[config.mk]
export PLATFORM = sky130hd
export DESIGN_NAME = byte_transfer_insn_exec
export DESIGN_NICKNAME = d
export VERILOG_FILES = /design/src/verilog/byte_transfer_insn_exec.v /design/src/verilog/word_reg_file.v
export VERILOG_INCLUDE_DIRS = /design/src /design/src/inc
export SDC_FILE = /design/constraint.sdc
export NUM_CORES = 1
export LEC_CHECK = 0
export BUFFER_PORTS_ARGS = -buffer_cell sky130_fd_sc_hd__buf_2
export CORE_MARGIN = 2
export CORE_UTILIZATION = 60
export CTS_BUF_LIST = sky130_fd_sc_hd__clkbuf_4
export CTS_CLUSTER_SIZE = 24
export DETAILED_ROUTE_END_ITERATION = 7
export PLACE_DENSITY_LB_ADDON = 0.15
export SLEW_MARGIN = 10
export SYNTH_ARGS = -nofsm -noshare
export SYNTH_HDL_FRONTEND = slang
export SYNTH_SLANG_ARGS = --single-unit
[constraint.sdc]
create_clock -name clk -period 11.4 [get_ports clk]
set_clock_uncertainty 0.1 [all_clocks]
set_input_delay 1.71 -clock clk [delete_from_list [all_inputs] [get_ports clk]]
set_output_delay 1.71 -clock clk [all_outputs]
set_load 0.005 [all_outputs]
[src/inc/byte_xfer_defs.vh]
`ifndef BYTE_XFER_DEFS_VH
`define BYTE_XFER_DEFS_VH
// ----------------------------------------
// instruction kinds
// ----------------------------------------
`define K_LD_DIR_Z 4'h0
`define K_LD_DIR_X 4'h1
`define K_LD_A16_Z 4'h2
`define K_LD_REG_Z 4'h3
`define K_LD_EAM_Z 4'h4
`define K_LD_RWD8_X 4'h5
`define K_ST_DIR 4'h6
`define K_MV_REG_EAR 4'h7
`define K_XCH_REG_EAM 4'h8
`define K_LD_IO_Z 4'h9
`define K_EXT_ZERO 4'hA
`define K_EXT_SIGN 4'hB
// ----------------------------------------
// accumulator extension controls
// ----------------------------------------
`define UB_ZERO 2'h0
`define UB_SIGN 2'h1
`define UB_KEEP 2'h2
`define HH_COPY 2'h0
`define HH_KEEP 2'h1
`define HH_ZERO 2'h2
`define HH_SIGN 2'h3
`define SIGN_BIT 7
`define ACC_RST 32'h00000000
// ----------------------------------------
// operand fields and address map
// ----------------------------------------
`define EA_MEM_FIRST 5'h08
`define IO_PAGE_HIGH 16'h0000
`define IDX_REG 3'h7
// ----------------------------------------
// instruction lengths in bytes
// ----------------------------------------
`define LEN_ONE 3'h1
`define LEN_TWO 3'h2
`define LEN_THREE 3'h3
// ----------------------------------------
// base cycle counts
// ----------------------------------------
`define CYC_DIR 5'h03
`define CYC_A16 5'h04
`define CYC_REG 5'h02
`define CYC_EAM 5'h03
`define CYC_RWD8 5'h05
`define CYC_MV_EAR 5'h04
`define CYC_XCH 5'h09
`define CYC_EXT 5'h02
// ----------------------------------------
// addressing-mode cycle terms and register accesses
// ----------------------------------------
`define A_IND 5'h02
`define A_INC 5'h04
`define A_D8 5'h02
`define A_D16 5'h02
`define A_IDX 5'h04
`define A_PC 5'h02
`define A_ABS 5'h01
`define NR_ONE 3'h1
`define NR_TWO 3'h2
`define NR_NONE 3'h0
// ----------------------------------------
// byte access correction values
// ----------------------------------------
`define CORR_INT 8'h00
`define CORR_EXT 8'h01
`endif

[src/verilog/byte_transfer_insn_exec.v]
`timescale 1ns/1ps
`include "byte_xfer_defs.vh"
module byte_transfer_insn_exec #(
	parameter [3:0] HALT_SEL0 = 4'h1, // halt cycles per access, select 00
	parameter [3:0] HALT_SEL1 = 4'h2, // halt cycles per access, select 01
	parameter [3:0] HALT_SEL2 = 4'h4, // halt cycles per access, select 10
	parameter [3:0] HALT_SEL3 = 4'h8 // halt cycles per access, select 11
) (
	input wire clk, // clock
	input wire rstn, // synchronous reset, active low
	input wire start, // one-cycle request to execute
	input wire [3:0] kind, // instruction kind
	input wire [4:0] ea, // effective address code
	input wire [2:0] byte_reg_select, // byte or word register field
	input wire [15:0] disp, // dir, io, disp8, disp16 or addr16 operand
	input wire [15:0] pc, // program counter for pc-relative form
	input wire [7:0] data_bank, // bank byte of data addresses
	input wire [7:0] direct_page, // page byte of short direct addresses
	input wire intermittent_en, // cpu intermittent operation active
	input wire halt_cycles_sel_low, // halt length select, low bit
	input wire halt_cycles_sel_high, // halt length select, high bit
	input wire [7:0] mem_rdata, // read data, valid with mem_ready
	input wire mem_ready, // access complete
	input wire mem_external, // current access goes to the external bus
	output reg busy, // executing
	output reg done, // execution finished, one cycle
	output reg illegal, // request rejected, one cycle with done
	output reg mem_req, // access request, held until mem_ready
	output reg mem_we, // access is a write
	output reg [23:0] mem_addr, // access address
	output reg [7:0] mem_wdata, // write data
	output reg [31:0] acc, // accumulator
	output reg [2:0] insn_len, // instruction length in bytes
	output reg [2:0] register_access_count, // general register accesses
	output reg read_then_write_class, // instruction is read-modify-write
	output reg [7:0] cycle_count, // cycles taken, valid with done
	output reg flags_valid, // flag_n and flag_z updated, one cycle
	output reg flag_n, // negative
	output reg flag_z // zero
);
	// ----------------------------------------
	// states
	// ----------------------------------------
	localparam [2:0] S_IDLE = 3'h0;
	localparam [2:0] S_REG = 3'h1;
	localparam [2:0] S_MEM = 3'h2;
	localparam [2:0] S_WR = 3'h3;
	localparam [2:0] S_WRW = 3'h4;
	localparam [2:0] S_FIN = 3'h5;

	reg [2:0] state;
	reg [3:0] kind_q;
	reg [4:0] ea_q;
	reg [2:0] breg_q;
	reg [1:0] ub_q;
	reg [1:0] hh_q;
	reg [7:0] elapsed;
	reg [7:0] target;
	reg [7:0] xch_byte;
	reg rf_we;
	reg [2:0] rf_wa;
	reg [1:0] rf_wbe;
	reg [15:0] rf_wd;
	wire [15:0] rd0;
	wire [15:0] rd1;
	wire [15:0] accumulator_low_half;
	wire [15:0] accumulator_high_half;

	assign accumulator_low_half = acc[15:0];
	assign accumulator_high_half = acc[31:16];

	// ----------------------------------------
	// addressing-mode tables
	// ----------------------------------------
	function [4:0] ea_a;
		input [4:0] e;
		begin
			if (e[4:2] == 3'h2)
				ea_a = `A_IND;
			else if (e[4:2] == 3'h3)
				ea_a = `A_INC;
			else if (e[4:3] == 2'h2)
				ea_a = `A_D8;
			else if (e[4:2] == 3'h6)
				ea_a = `A_D16;
			else if (!e[1])
				ea_a = `A_IDX;
			else if (!e[0])
				ea_a = `A_PC;
			else
				ea_a = `A_ABS;
		end
	endfunction

	function [2:0] ea_nr;
		input [4:0] e;
		begin
			if (e[4:2] == 3'h3 || (e[4:2] == 3'h7 && !e[1]))
				ea_nr = `NR_TWO;
			else if (e[4:2] == 3'h7)
				ea_nr = `NR_NONE;
			else
				ea_nr = `NR_ONE;
		end
	endfunction

	function [2:0] ea_ext;
		input [4:0] e;
		begin
			if (e[4:3] == 2'h2)
				ea_ext = `LEN_ONE;
			else if (e[4:2] == 3'h6 || (e[4:2] == 3'h7 && e[1]))
				ea_ext = `LEN_TWO;
			else
				ea_ext = 3'h0;
		end
	endfunction

	// accumulator after a byte load or an extension
	function [31:0] acc_next;
		input [31:0] a;
		input [7:0] b;
		input [1:0] ub;
		input [1:0] hh;
		reg [15:0] lo;
		begin
			lo = {a[15:8], b};
			case (ub)
				`UB_ZERO: lo[15:8] = 8'h00;
				`UB_SIGN: lo[15:8] = {8{b[`SIGN_BIT]}};
				default: lo[15:8] = a[15:8];
			endcase
			case (hh)
				`HH_COPY: acc_next[31:16] = a[15:0];
				`HH_ZERO: acc_next[31:16] = 16'h0000;
				`HH_SIGN: acc_next[31:16] = {16{lo[15]}};
				default: acc_next[31:16] = a[31:16];
			endcase
			acc_next[15:0] = lo;
		end
	endfunction

	// ----------------------------------------
	// per-kind decode of the request
	// ----------------------------------------
	reg [2:0] d_len;
	reg [4:0] d_base;
	reg [2:0] d_nr;
	reg [1:0] d_ub;
	reg [1:0] d_hh;
	reg d_rwb;
	reg d_eam;
	reg d_ear;
	reg d_bad;

	// length, base cycles, register accesses, extension controls
	always @* begin
		d_len = `LEN_TWO;
		d_base = `CYC_DIR;
		d_nr = `NR_NONE;
		d_ub = `UB_KEEP;
		d_hh = `HH_KEEP;
		d_rwb = 1'b0;
		d_eam = 1'b0;
		d_ear = 1'b0;
		d_bad = 1'b0;
		case (kind)
			`K_LD_DIR_Z: begin
				d_ub = `UB_ZERO;
				d_hh = `HH_COPY;
			end
			`K_LD_DIR_X: begin
				d_ub = `UB_SIGN;
				d_hh = `HH_COPY;
			end
			`K_LD_A16_Z: begin
				d_len = `LEN_THREE;
				d_base = `CYC_A16;
				d_ub = `UB_ZERO;
				d_hh = `HH_COPY;
			end
			`K_LD_REG_Z: begin
				d_len = `LEN_ONE;
				d_base = `CYC_REG;
				d_nr = `NR_ONE;
				d_ub = `UB_ZERO;
				d_hh = `HH_COPY;
			end
			`K_LD_EAM_Z: begin
				d_base = `CYC_EAM;
				d_ub = `UB_ZERO;
				d_hh = `HH_COPY;
				d_eam = 1'b1;
			end
			`K_LD_RWD8_X: begin
				d_base = `CYC_RWD8;
				d_nr = `NR_ONE;
				d_ub = `UB_SIGN;
				d_hh = `HH_COPY;
			end
			`K_ST_DIR: d_base = `CYC_DIR;
			`K_MV_REG_EAR: begin
				d_base = `CYC_MV_EAR;
				d_nr = `NR_TWO;
				d_ear = 1'b1;
			end
			`K_XCH_REG_EAM: begin
				d_base = `CYC_XCH;
				d_nr = `NR_TWO;
				d_rwb = 1'b1;
				d_eam = 1'b1;
			end
			`K_LD_IO_Z: begin
				d_ub = `UB_ZERO;
				d_hh = `HH_COPY;
			end
			`K_EXT_ZERO: begin
				d_len = `LEN_ONE;
				d_base = `CYC_EXT;
				d_hh = `HH_ZERO;
			end
			`K_EXT_SIGN: begin
				d_len = `LEN_ONE;
				d_base = `CYC_EXT;
				d_hh = `HH_SIGN;
			end
			default: d_bad = 1'b1;
		endcase
	end

	// operand class checks and totals for the request
	wire ea_is_mem = (ea >= `EA_MEM_FIRST);
	wire req_bad = d_bad | (d_eam & !ea_is_mem) | (d_ear & ea_is_mem);
	wire [2:0] req_nr = d_nr + (d_eam ? ea_nr(ea) : 3'h0);
	wire [2:0] req_len = d_len + (d_eam ? ea_ext(ea) : 3'h0);
	wire [4:0] req_a = d_eam ? ea_a(ea) : 5'h00;

	// halt cycles per access in intermittent operation
	reg [3:0] halt_cyc;
	always @* begin
		case ({halt_cycles_sel_high, halt_cycles_sel_low})
			2'h0: halt_cyc = HALT_SEL0;
			2'h1: halt_cyc = HALT_SEL1;
			2'h2: halt_cyc = HALT_SEL2;
			default: halt_cyc = HALT_SEL3;
		endcase
		if (!intermittent_en)
			halt_cyc = 4'h0;
	end
	wire [7:0] halt8 = {4'h0, halt_cyc};
	wire [7:0] req_target = {3'h0, d_base} + {3'h0, req_a} + halt8 * {5'h0, req_nr};

	// ----------------------------------------
	// register file reads
	// ----------------------------------------
	wire in_idle = (state == S_IDLE);
	wire [3:0] rk = in_idle ? kind : kind_q;
	wire [4:0] re = in_idle ? ea : ea_q;
	wire [2:0] rb = in_idle ? byte_reg_select : breg_q;
	wire re_inc = (re[4:2] == 3'h3);
	wire re_idx = (re[4:1] == 4'hE);
	reg [2:0] ra0;
	reg [2:0] ra1;

	// pointer and source register selection
	always @* begin
		if (rk == `K_LD_REG_Z || rk == `K_LD_RWD8_X)
			ra0 = rb;
		else if (re_inc)
			ra0 = {1'b0, re[1:0]};
		else if (re_idx)
			ra0 = {2'h0, re[0]};
		else
			ra0 = re[2:0];
		if (re_idx && rk == `K_XCH_REG_EAM && state != S_MEM)
			ra1 = `IDX_REG;
		else if (re_idx && rk != `K_XCH_REG_EAM)
			ra1 = `IDX_REG;
		else
			ra1 = rb;
	end

	word_reg_file #(.NREG(8), .AW(3), .DW(16)) u_regs (
		.clk(clk),
		.rstn(rstn),
		.ra0(ra0),
		.ra1(ra1),
		.rd0(rd0),
		.rd1(rd1),
		.we(rf_we),
		.wa(rf_wa),
		.wbe(rf_wbe),
		.wd(rf_wd)
	);

	// effective address of a memory-mode operand
	reg [15:0] eam_off;
	always @* begin
		if (ea_q[4:3] == 2'h1)
			eam_off = rd0;
		else if (ea_q[4:3] == 2'h2)
			eam_off = rd0 + {{8{disp[7]}}, disp[7:0]};
		else if (ea_q[4:2] == 3'h6)
			eam_off = rd0 + disp;
		else if (!ea_q[1])
			eam_off = rd0 + rd1;
		else if (!ea_q[0])
			eam_off = pc + disp;
		else
			eam_off = disp;
	end

	// load byte source and resulting accumulator
	wire [7:0] ld_byte = (state == S_MEM) ? mem_rdata : ((kind_q == `K_LD_REG_Z) ? rd0[7:0] : acc[7:0]);
	wire [31:0] acc_upd = acc_next(acc, ld_byte, ub_q, hh_q);
	wire [7:0] corr = mem_external ? `CORR_EXT : `CORR_INT;
	wire is_store = (kind_q == `K_ST_DIR);
	wire is_xch = (kind_q == `K_XCH_REG_EAM);

	// ----------------------------------------
	// sequencer
	// ----------------------------------------
	always @(posedge clk) begin
		if (!rstn) begin
			state <= S_IDLE;
			kind_q <= 4'h0;
			ea_q <= 5'h00;
			breg_q <= 3'h0;
			ub_q <= `UB_KEEP;
			hh_q <= `HH_KEEP;
			elapsed <= 8'h00;
			target <= 8'h00;
			xch_byte <= 8'h00;
			rf_we <= 1'b0;
			rf_wa <= 3'h0;
			rf_wbe <= 2'h0;
			rf_wd <= 16'h0000;
			busy <= 1'b0;
			done <= 1'b0;
			illegal <= 1'b0;
			mem_req <= 1'b0;
			mem_we <= 1'b0;
			mem_addr <= 24'h000000;
			mem_wdata <= 8'h00;
			acc <= `ACC_RST;
			insn_len <= 3'h0;
			register_access_count <= 3'h0;
			read_then_write_class <= 1'b0;
			cycle_count <= 8'h00;
			flags_valid <= 1'b0;
			flag_n <= 1'b0;
			flag_z <= 1'b0;
		end else begin
			done <= 1'b0;
			illegal <= 1'b0;
			flags_valid <= 1'b0;
			rf_we <= 1'b0;
			if (!in_idle && state != S_FIN)
				elapsed <= elapsed + 8'h01;
			// bus wait cycles add to the execution time
			if (mem_req && !mem_ready)
				target <= target + 8'h01;
			case (state)
				S_IDLE: begin
					if (start && req_bad) begin
						done <= 1'b1;
						illegal <= 1'b1;
					end else if (start) begin
						kind_q <= kind;
						ea_q <= ea;
						breg_q <= byte_reg_select;
						ub_q <= d_ub;
						hh_q <= d_hh;
						insn_len <= req_len;
						register_access_count <= req_nr;
						read_then_write_class <= d_rwb;
						target <= req_target;
						elapsed <= 8'h01;
						busy <= 1'b1;
						state <= S_REG;
					end
				end
				S_REG: begin
					state <= S_MEM;
					mem_req <= 1'b1;
					mem_we <= is_store;
					mem_wdata <= acc[7:0];
					case (kind_q)
						`K_LD_DIR_Z, `K_LD_DIR_X, `K_ST_DIR:
							mem_addr <= {data_bank, direct_page, disp[7:0]};
						`K_LD_A16_Z:
							mem_addr <= {data_bank, disp};
						`K_LD_IO_Z:
							mem_addr <= {`IO_PAGE_HIGH, disp[7:0]};
						`K_LD_RWD8_X:
							mem_addr <= {data_bank, rd0 + {{8{disp[7]}}, disp[7:0]}};
						`K_LD_EAM_Z, `K_XCH_REG_EAM: begin
							mem_addr <= {data_bank, eam_off};
							if (ea_q[4:2] == 3'h3) begin
								rf_we <= 1'b1;
								rf_wa <= {1'b0, ea_q[1:0]};
								rf_wbe <= 2'h3;
								rf_wd <= rd0 + 16'h0001;
							end
						end
						`K_MV_REG_EAR: begin
							mem_req <= 1'b0;
							state <= S_FIN;
							rf_we <= 1'b1;
							rf_wa <= ea_q[2:0];
							rf_wbe <= 2'h1;
							rf_wd <= {8'h00, rd1[7:0]};
						end
						default: begin
							// register load and extensions finish here
							mem_req <= 1'b0;
							state <= S_FIN;
							acc <= acc_upd;
							flags_valid <= 1'b1;
							flag_n <= acc_upd[15];
							flag_z <= (acc_upd[15:0] == 16'h0000);
						end
					endcase
				end
				S_MEM: begin
					if (mem_ready) begin
						mem_req <= 1'b0;
						mem_we <= 1'b0;
						target <= target + corr + halt8;
						if (is_xch) begin
							xch_byte <= mem_rdata;
							state <= S_WR;
						end else begin
							state <= S_FIN;
							if (!is_store) begin
								acc <= acc_upd;
								flags_valid <= 1'b1;
								flag_n <= acc_upd[15];
								flag_z <= (acc_upd[15:0] == 16'h0000);
							end
						end
					end
				end
				S_WR: begin
					// write the register byte back to the same location
					mem_req <= 1'b1;
					mem_we <= 1'b1;
					mem_wdata <= rd1[7:0];
					rf_we <= 1'b1;
					rf_wa <= breg_q;
					rf_wbe <= 2'h1;
					rf_wd <= {8'h00, xch_byte};
					state <= S_WRW;
				end
				S_WRW: begin
					if (mem_ready) begin
						mem_req <= 1'b0;
						mem_we <= 1'b0;
						target <= target + corr + halt8;
						state <= S_FIN;
					end
				end
				S_FIN: begin
					// hold until the counted execution time has elapsed
					if (elapsed >= target) begin
						done <= 1'b1;
						cycle_count <= elapsed;
						busy <= 1'b0;
						state <= S_IDLE;
					end else begin
						elapsed <= elapsed + 8'h01;
					end
				end
				default: state <= S_IDLE;
			endcase
		end
	end
endmodule // byte_transfer_insn_exec

[src/verilog/word_reg_file.v]
`timescale 1ns/1ps
// eight word registers, two registered read ports, one byte-lane write port
module word_reg_file #(
	parameter NREG = 8, // number of word registers
	parameter AW = 3, // register index width
	parameter DW = 16 // register width
) (
	input wire clk, // clock
	input wire rstn, // synchronous reset, active low
	input wire [AW-1:0] ra0, // read index, port 0
	input wire [AW-1:0] ra1, // read index, port 1
	output reg [DW-1:0] rd0, // read data, port 0, one cycle later
	output reg [DW-1:0] rd1, // read data, port 1, one cycle later
	input wire we, // write strobe
	input wire [AW-1:0] wa, // write index
	input wire [1:0] wbe, // byte lane enables
	input wire [DW-1:0] wd // write data
);
	reg [DW-1:0] mem [0:NREG-1];
	integer i;

	// write by lane, read returns the value held before this edge
	always @(posedge clk) begin
		if (!rstn) begin
			for (i = 0; i < NREG; i = i + 1) begin
				mem[i] <= {DW{1'b0}};
			end
			rd0 <= {DW{1'b0}};
			rd1 <= {DW{1'b0}};
		end else begin
			if (we && wbe[0])
				mem[wa][7:0] <= wd[7:0];
			if (we && wbe[1])
				mem[wa][DW-1:8] <= wd[DW-1:8];
			rd0 <= mem[ra0];
			rd1 <= mem[ra1];
		end
	end
endmodule // word_reg_file

==> run_results.csv, run 1 <==
group,metric,value,unit
yosys,synth_seq_cells,311,
sta,final.setup.tns,0,ns
clock_network,h-tree-depth,3,
sta,worstMarginPinSlew,1.23,ns
drt,drc,0,
clock_network,hold_buffers,0,
hold_path,min_path_cells,2,
drt,drt_first_pass_iters,6,
layout,syn2layout_area_growth,10.8,%
placed_design,gp_congestion,0.939,
sta,whs,0.351,ns
sta,fmaxAchievable,165,MHz
status,status,"completed",
clock_network,post_cts_buffers,0,
critical_path,worst-path-max-fanout,13,
critical_path,reg2reg_depth,10,
yosys,ys.flop_type,"dfxtp_1",
floorplan,start_util,0.611,
critical_path,worstPathArrival,6.52,ns
critical_path,r2r-end,"u_regs.rd1[12]",
sta,slew_violations,0,
drt,drt-initial-drc-count,1919,
sta,final_min_period_over_clock_period,0.530,
yosys,synth-edff-count,128,
critical_path,critPathLaunchType,"input port",
global_routing,grt_pass1_vias,16000,
yosys,syn_area_per_cell,9.23,um2
sta,rsz0062_at_grt,"no",
floorplan,fp.coreArea,30600,um2
global_routing,antenna_found_initial,3,
floorplan,ios,163,
yosys,netlist-cell-type-count,79,
power_and_ir_drop,p_per_area,210,nW/um2
floorplan,die_h,180,um
drt,num_vias,16700,
yosys,ys_seq_area_frac,0.402,
yosys,syn_area,18700,um2
drt,wl_met2,25100,um
job,drv_cap,0,
critical_path,r2r_start,"kind_q[3]",
critical_path,path_class,"in -> reg",
global_routing,gr-usage-all-layers,0.330,
sta,hold_viol,0,
clock_network,clkLatencyLatePin,0.71,ns
global_routing,grt_max_degree,79,
drt,met3_length,4850,um
clock_network,clk_path_buf_depth,3,
drt,routed_via_density,6.36,
yosys,syn_inst,2023,
floorplan,die_area,32600,um2
layout,n_fill_cell,2507,
placed_design,hpwl,39500,um
floorplan,chipWidth,180,um
yosys,synthArstFlopShare,0,
hold_path,min_path_type,"reg -> reg",
yosys,yosysWarnings,0,
global_routing,overflow,0,
power_and_ir_drop,irDropWorstVdd,0.145,mV
clock_network,cts_tree,"yes",
floorplan,row_count,64,
placed_design,port_buffers,162,
hold_path,hp-start,"mem_addr[23]",
sta,maxSlewHeadroom,0.177,
sta,setup_viol_count_final,0,
clock_network,clk_pin_slew,0.08,ns
critical_path,crit_path_end_kind,"flop",
critical_path,required,11.88,ns
layout,final_common_cell,"nand2_1",
drt,drtAntennaViolNets,0,
clock_network,root_buffer,"clkbuf_4",
sta,post-route-min-period,6.04,ns
clock_network,cts_resized,0,
layout,drive_gt1_frac,0.165,
layout,final_cell_mix,"nand2_1, nor2_1, dfxtp_1, buf_2, and2_1",
drt,totalWireLength,54600,um
global_routing,grt_pass1_wl,86500,um
hold_path,worstHoldEndpoint,"mem_addr[23]",
drt,wl_met1,22700,um
layout,nNetsFinal,2359,
critical_path,rrSetupSlack,7.44,ns
clock_network,cts.sinks,311,
yosys,synthesis.nets,2198,
drt,wire_per_inst,20.7,um
drt,highest-signal-layer,"met4",
clock_network,cts_buffers,82,
power_and_ir_drop,cellLeakagePower,0.00848,uW
==> how the worst max path moves through the flow <==
stage / startpoint / end / slack [ns] / cells after the start
3_5_place_dp: kind[1] / target[7] / 4.67 / 17
5_1_grt: kind[1] / target[7] / 5.08 / 17
2_1_floorplan: kind[1] / target[7] / 5.15 / 17
6_report: kind[1] / target[7] / 5.36 / 17
3_3_place_gp: kind[1] / target[7] / 4.86 / 17
4_1_cts: kind[1] / target[7] / 5.41 / 17
==> worst max-delay path: stages <==
cell	delay (ns)
buf_2	0.18
nor4b_1	0.77
o21bai_1	0.23
fa_1	0.51
nand2_1	0.12
fa_1	0.44
fa_1	0.54
fa_1	0.55
inv_1	0.07
fa_1	0.46
a21o_1	0.18
a21oi_1	0.22
o21bai_1	0.09
a21oi_1	0.14
o22ai_1	0.10
a31oi_1	0.16
nor2_1	0.05
==> metal layers <==
| metal | vias to the layer above | track usage |
|---|---|---|
| met4 | 0 | 0.136 |
| met1 | 7923 | 0.448 |
| li1 | 7789 | - |
| met2 | 896 | 0.521 |
| met3 | 137 | 0.0649 |
| met5 | - | 0 |
==> power breakdown <==
group / internal [uW] / switching, uW
logic: 750 / 1110
registers: 1310 / 230
clock network: 479 / 465
total: 2540 / 1800
==> cell families after synthesis <==
| family | share of synthesized area |
|---|---|
| DFF | 0.402 |
| buffers and inverters | 0.0330 |
| adders and majority gates | 0.0724 |
| AOI/OAI and AO/OA | 0.197 |
| and+or+nand+nor | 0.191 |
| muxes | 0.0663 |
| xor gates and xnor gates | 0.0380 |
==> state kept, by name, summed over array words and instances, names as in the netlist, 2 cells and up <==
register / flops
register_access_count: 3
xch_byte: 8
ea_q: 5
ub_q: 2
mem_wdata: 8
rf_wd: 16
target: 8
u_regs.mem: 128
rf_wa: 3
insn_len: 3
hh_q: 2
acc: 31
u_regs.rd1: 16
kind_q: 4
rf_wbe: 2
elapsed: 8
u_regs.rd0: 16
state: 3
cycle_count: 8
breg_q: 3
mem_addr: 24
==> area by class of cell <==
| type | instances | area [um2] | share of cell area |
|---|---|---|---|
| Clock buffer | 113 | 848 | 0.0410 |
| Timing Repair Buffer | 188 | 1010 | 0.0486 |
| Multi-Input combinational cell | 1559 | 10600 | 0.510 |
| Tap cell | 396 | 495 | 0.0239 |
| Sequential cell | 311 | 7510 | 0.363 |
| Clock inverter | 19 | 119 | 0.00574 |
| Antenna cell | 3 | 7.51 | 0.000363 |
| Inverter | 42 | 159 | 0.00768 |
==> through the flow <==
stage / utilization / setup WS, ns / cells / total power [uW] / instance area (um2)
floorplan: - / 5.15 / 2023 / 2800 / 18700
global placement: 0.645 / 4.86 / 2496 / 3330 / 19700
detailed placement: 0.645 / 4.67 / 2496 / 3360 / 19700
CTS: 0.676 / 5.41 / 2628 / 4310 / 20700
global route: 0.677 / 5.08 / 2631 / 4600 / 20700
finish: 0.677 / 5.36 / 2631 / 4350 / 20700
==> synth_stat cells, drive strengths merged, types with 35 or more instances <==
cell type    n  share of area
a21oi      142          0.038
and2       151          0.051
clkbuf      81          0.016
dfxtp      183           0.20
edfxtp     128           0.21
ha          84          0.056
inv         41         0.0082
mux2i       45          0.024
mux4        35          0.042
nand2      225          0.045
nand3       39          0.010
nor2       191          0.039
o21ai      112          0.030
o22ai       45          0.015
xnor2       47          0.022
Power figures use the tool's default switching activity.
==> run 2: changes to the inputs <==
==> constraint.sdc (replaced) <==
create_clock -name clk -period 5.98 [get_ports clk]
set_clock_uncertainty 0.1 [all_clocks]
set_input_delay 0.897 -clock clk [delete_from_list [all_inputs] [get_ports clk]]
set_output_delay 0.897 -clock clk [all_outputs]
set_load 0.005 [all_outputs]
==> run 2 against run 1 <==
Cell area is 0.36% higher. Setup slack worse by 4.3 ns. Core utilization grew 0.25 points. Die area did not move. Worst hold slack got worse by 0.11 ns. Routed wire length up 1.5%. Sequential power grew 92%. Via count increased by 0.40%. Clock power rose by 97%. Largest cell class unchanged. Largest power group unchanged. Highest routed layer unchanged.
==> run_results.csv, run 2 (synthesized netlist as in run 1, its figures left out) <==
group,metric,value,unit
sta,fin_ws,1.05,ns
clock_network,clkLatencyLatePin,0.80,ns
sta,final_min_period_over_clock_period,0.824,
power_and_ir_drop,p_per_area,402,nW/um2
placed_design,hpwl,40500,um
layout,post-route-cell-area,20800,um2
critical_path,critPathLaunchType,"input port",
layout,drive_gt1_frac,0.170,
critical_path,crit_path_end_kind,"flop",
sta,hold_viol,0,
sta,setup_viol_count_final,0,
floorplan,row_count,64,
global_routing,overflow,0,
global_routing,antenna_found_initial,3,
sta,slew_violations,0,
layout,largest_register_ffs,128,
global_routing,grtUsageMet2,0.535,
placed_design,dp_slack,0.301,ns
critical_path,path_class,"in -> reg",
drt,totalWireLength,55400,um
status,status,"completed",
critical_path,worst-path-max-fanout,14,
global_routing,gr-usage-all-layers,0.337,
clock_network,cts_buffers,83,
placed_design,gp_congestion,0.924,
drt,drtAntennaViolNets,0,
sta,worstMarginPinSlew,1.19,ns
global_routing,met3_usage,0.0697,
sta,maxSlewHeadroom,0.201,
critical_path,crit_buf_inv,2,
placed_design,placed_area,19700,um2
drt,drt-initial-drc-count,1853,
drt,routed_via_density,6.35,
layout,syn2layout_area_growth,11.2,%
critical_path,cp_slowest_cell,"fa_1",
drt,drt_first_pass_iters,6,
critical_path,critical_path.max_stage_delay,0.55,ns
clock_network,cts_resized,0,
critical_path,required,6.49,ns
floorplan,ios,163,
layout,final_common_cell,"nand2_1",
clock_network,root_buffer,"clkbuf_4",
sta,post-route-min-period,4.93,ns
clock_network,post_cts_buffers,0,
floorplan,die_area,32600,um2
layout,reg_top3,"u_regs.mem x128, acc x31, mem_addr x24",
layout,top_register,"u_regs.mem",
critical_path,cpMostUsedCell,"fa_1",
clock_network,clk_pin_slew,0.07,ns
drt,num_vias,16800,
sta,fmaxAchievable,203,MHz
layout,fin_util,0.679,
critical_path,path_delay_family,"adder cells",
sta,whs,0.243,ns
global_routing,grt_pass1_wl,87600,um
floorplan,start_util,0.611,
floorplan,chipWidth,180,um
layout,nNetsFinal,2363,
drt,wire_per_inst,20.9,um
global_routing,gr-max-usage-layer,"met2",
global_routing,grt_max_degree,76,
clock_network,h-tree-depth,3,
drt,drc,0,
power_and_ir_drop,irDropWorstVdd,0.243,mV
critical_path,worstPathArrival,5.44,ns
sta,final.setup.tns,0,ns
job,drv_cap,0,
clock_network,cts_tree,"yes",
clock_network,hold_buffers,0,
sta,rsz0062_at_grt,"no",
floorplan,die_h,180,um
floorplan,fp.coreArea,30600,um2
global_routing,met1_usage,0.448,
clock_network,clk_path_buf_depth,3,
critical_path,crit_chain,"buf_2, xor2_1, nand2_1, nor3b_1, fa_1, nand2_1, fa_1, fa_1, fa_1, inv_1, fa_1, a21o_1, a21oi_1, o21bai_1, a21oi_1, o22ai_1, a31oi_1, nor2_1",
global_routing,grt_pass1_vias,16200,
placed_design,port_buffers,162,
power_and_ir_drop,cellLeakagePower,0.00854,uW
hold_path,min_path_type,"in -> reg",
layout,final_cell_mix,"nand2_1, nor2_1, dfxtp_1, buf_2, and2_1",
clock_network,cts.sinks,311,
run 2: path summary, 6_finish.rpt:
check | startpoint | endpoint | slack [ns] | depth (start not counted)
max | kind[2] | target[7] | 1.05 | 18
min | data_bank[4] | mem_addr[20] | 0.24 | 3
max reg2reg | state[2] | u_regs.rd1[11] | 1.86 | 11
min reg2reg | mem_addr[19] | mem_addr[19] | 0.35 | 2
run 2: where the power goes:
part | switching (uW) | internal [uW] | leakage [uW] | total (uW)
combinational | 2110 | 1430 | 0.00511 | 3550
sequential | 447 | 2500 | 0.00281 | 2950
clock | 917 | 945 | 0.000621 | 1860
total | 3480 | 4880 | 0.00854 | 8360
run 2: per-stage QoR:
stage | instances | power [uW]
2_1_floorplan | 2023 | 5340
3_3_place_gp | 2499 | 6340
3_5_place_dp | 2499 | 6420
4_1_cts | 2644 | 8290
5_1_grt | 2647 | 8820
6_report | 2647 | 8360
run 2: metal layers:
| layer | share of wire | vias up |
|---|---|---|
| met2 | 0.46 | 868 |
| met4 | 0.036 | 0 |
| met5 | 0 | - |
| met3 | 0.090 | 157 |
| met1 | 0.41 | 7967 |
| li1 | - | 7820 |
run 2: worst min-delay path, delay by kind of cell:
kind / cells / cell delay, ns
AOI/OAI and AO/OA: 1 / 0.06
and+or+nand+nor: 1 / 0.05
buffers and inverters: 1 / 0.09
run 2: layout make-up:
class | count | area, um2
Multi-Input combinational cell | 1559 | 10600
Fill cell | 2523 | 9820
Sequential cell | 311 | 7510
Timing Repair Buffer | 191 | 1030
Clock buffer | 124 | 931
Tap cell | 396 | 495
Inverter | 42 | 159
Clock inverter | 21 | 85.1
Antenna cell | 3 | 7.51
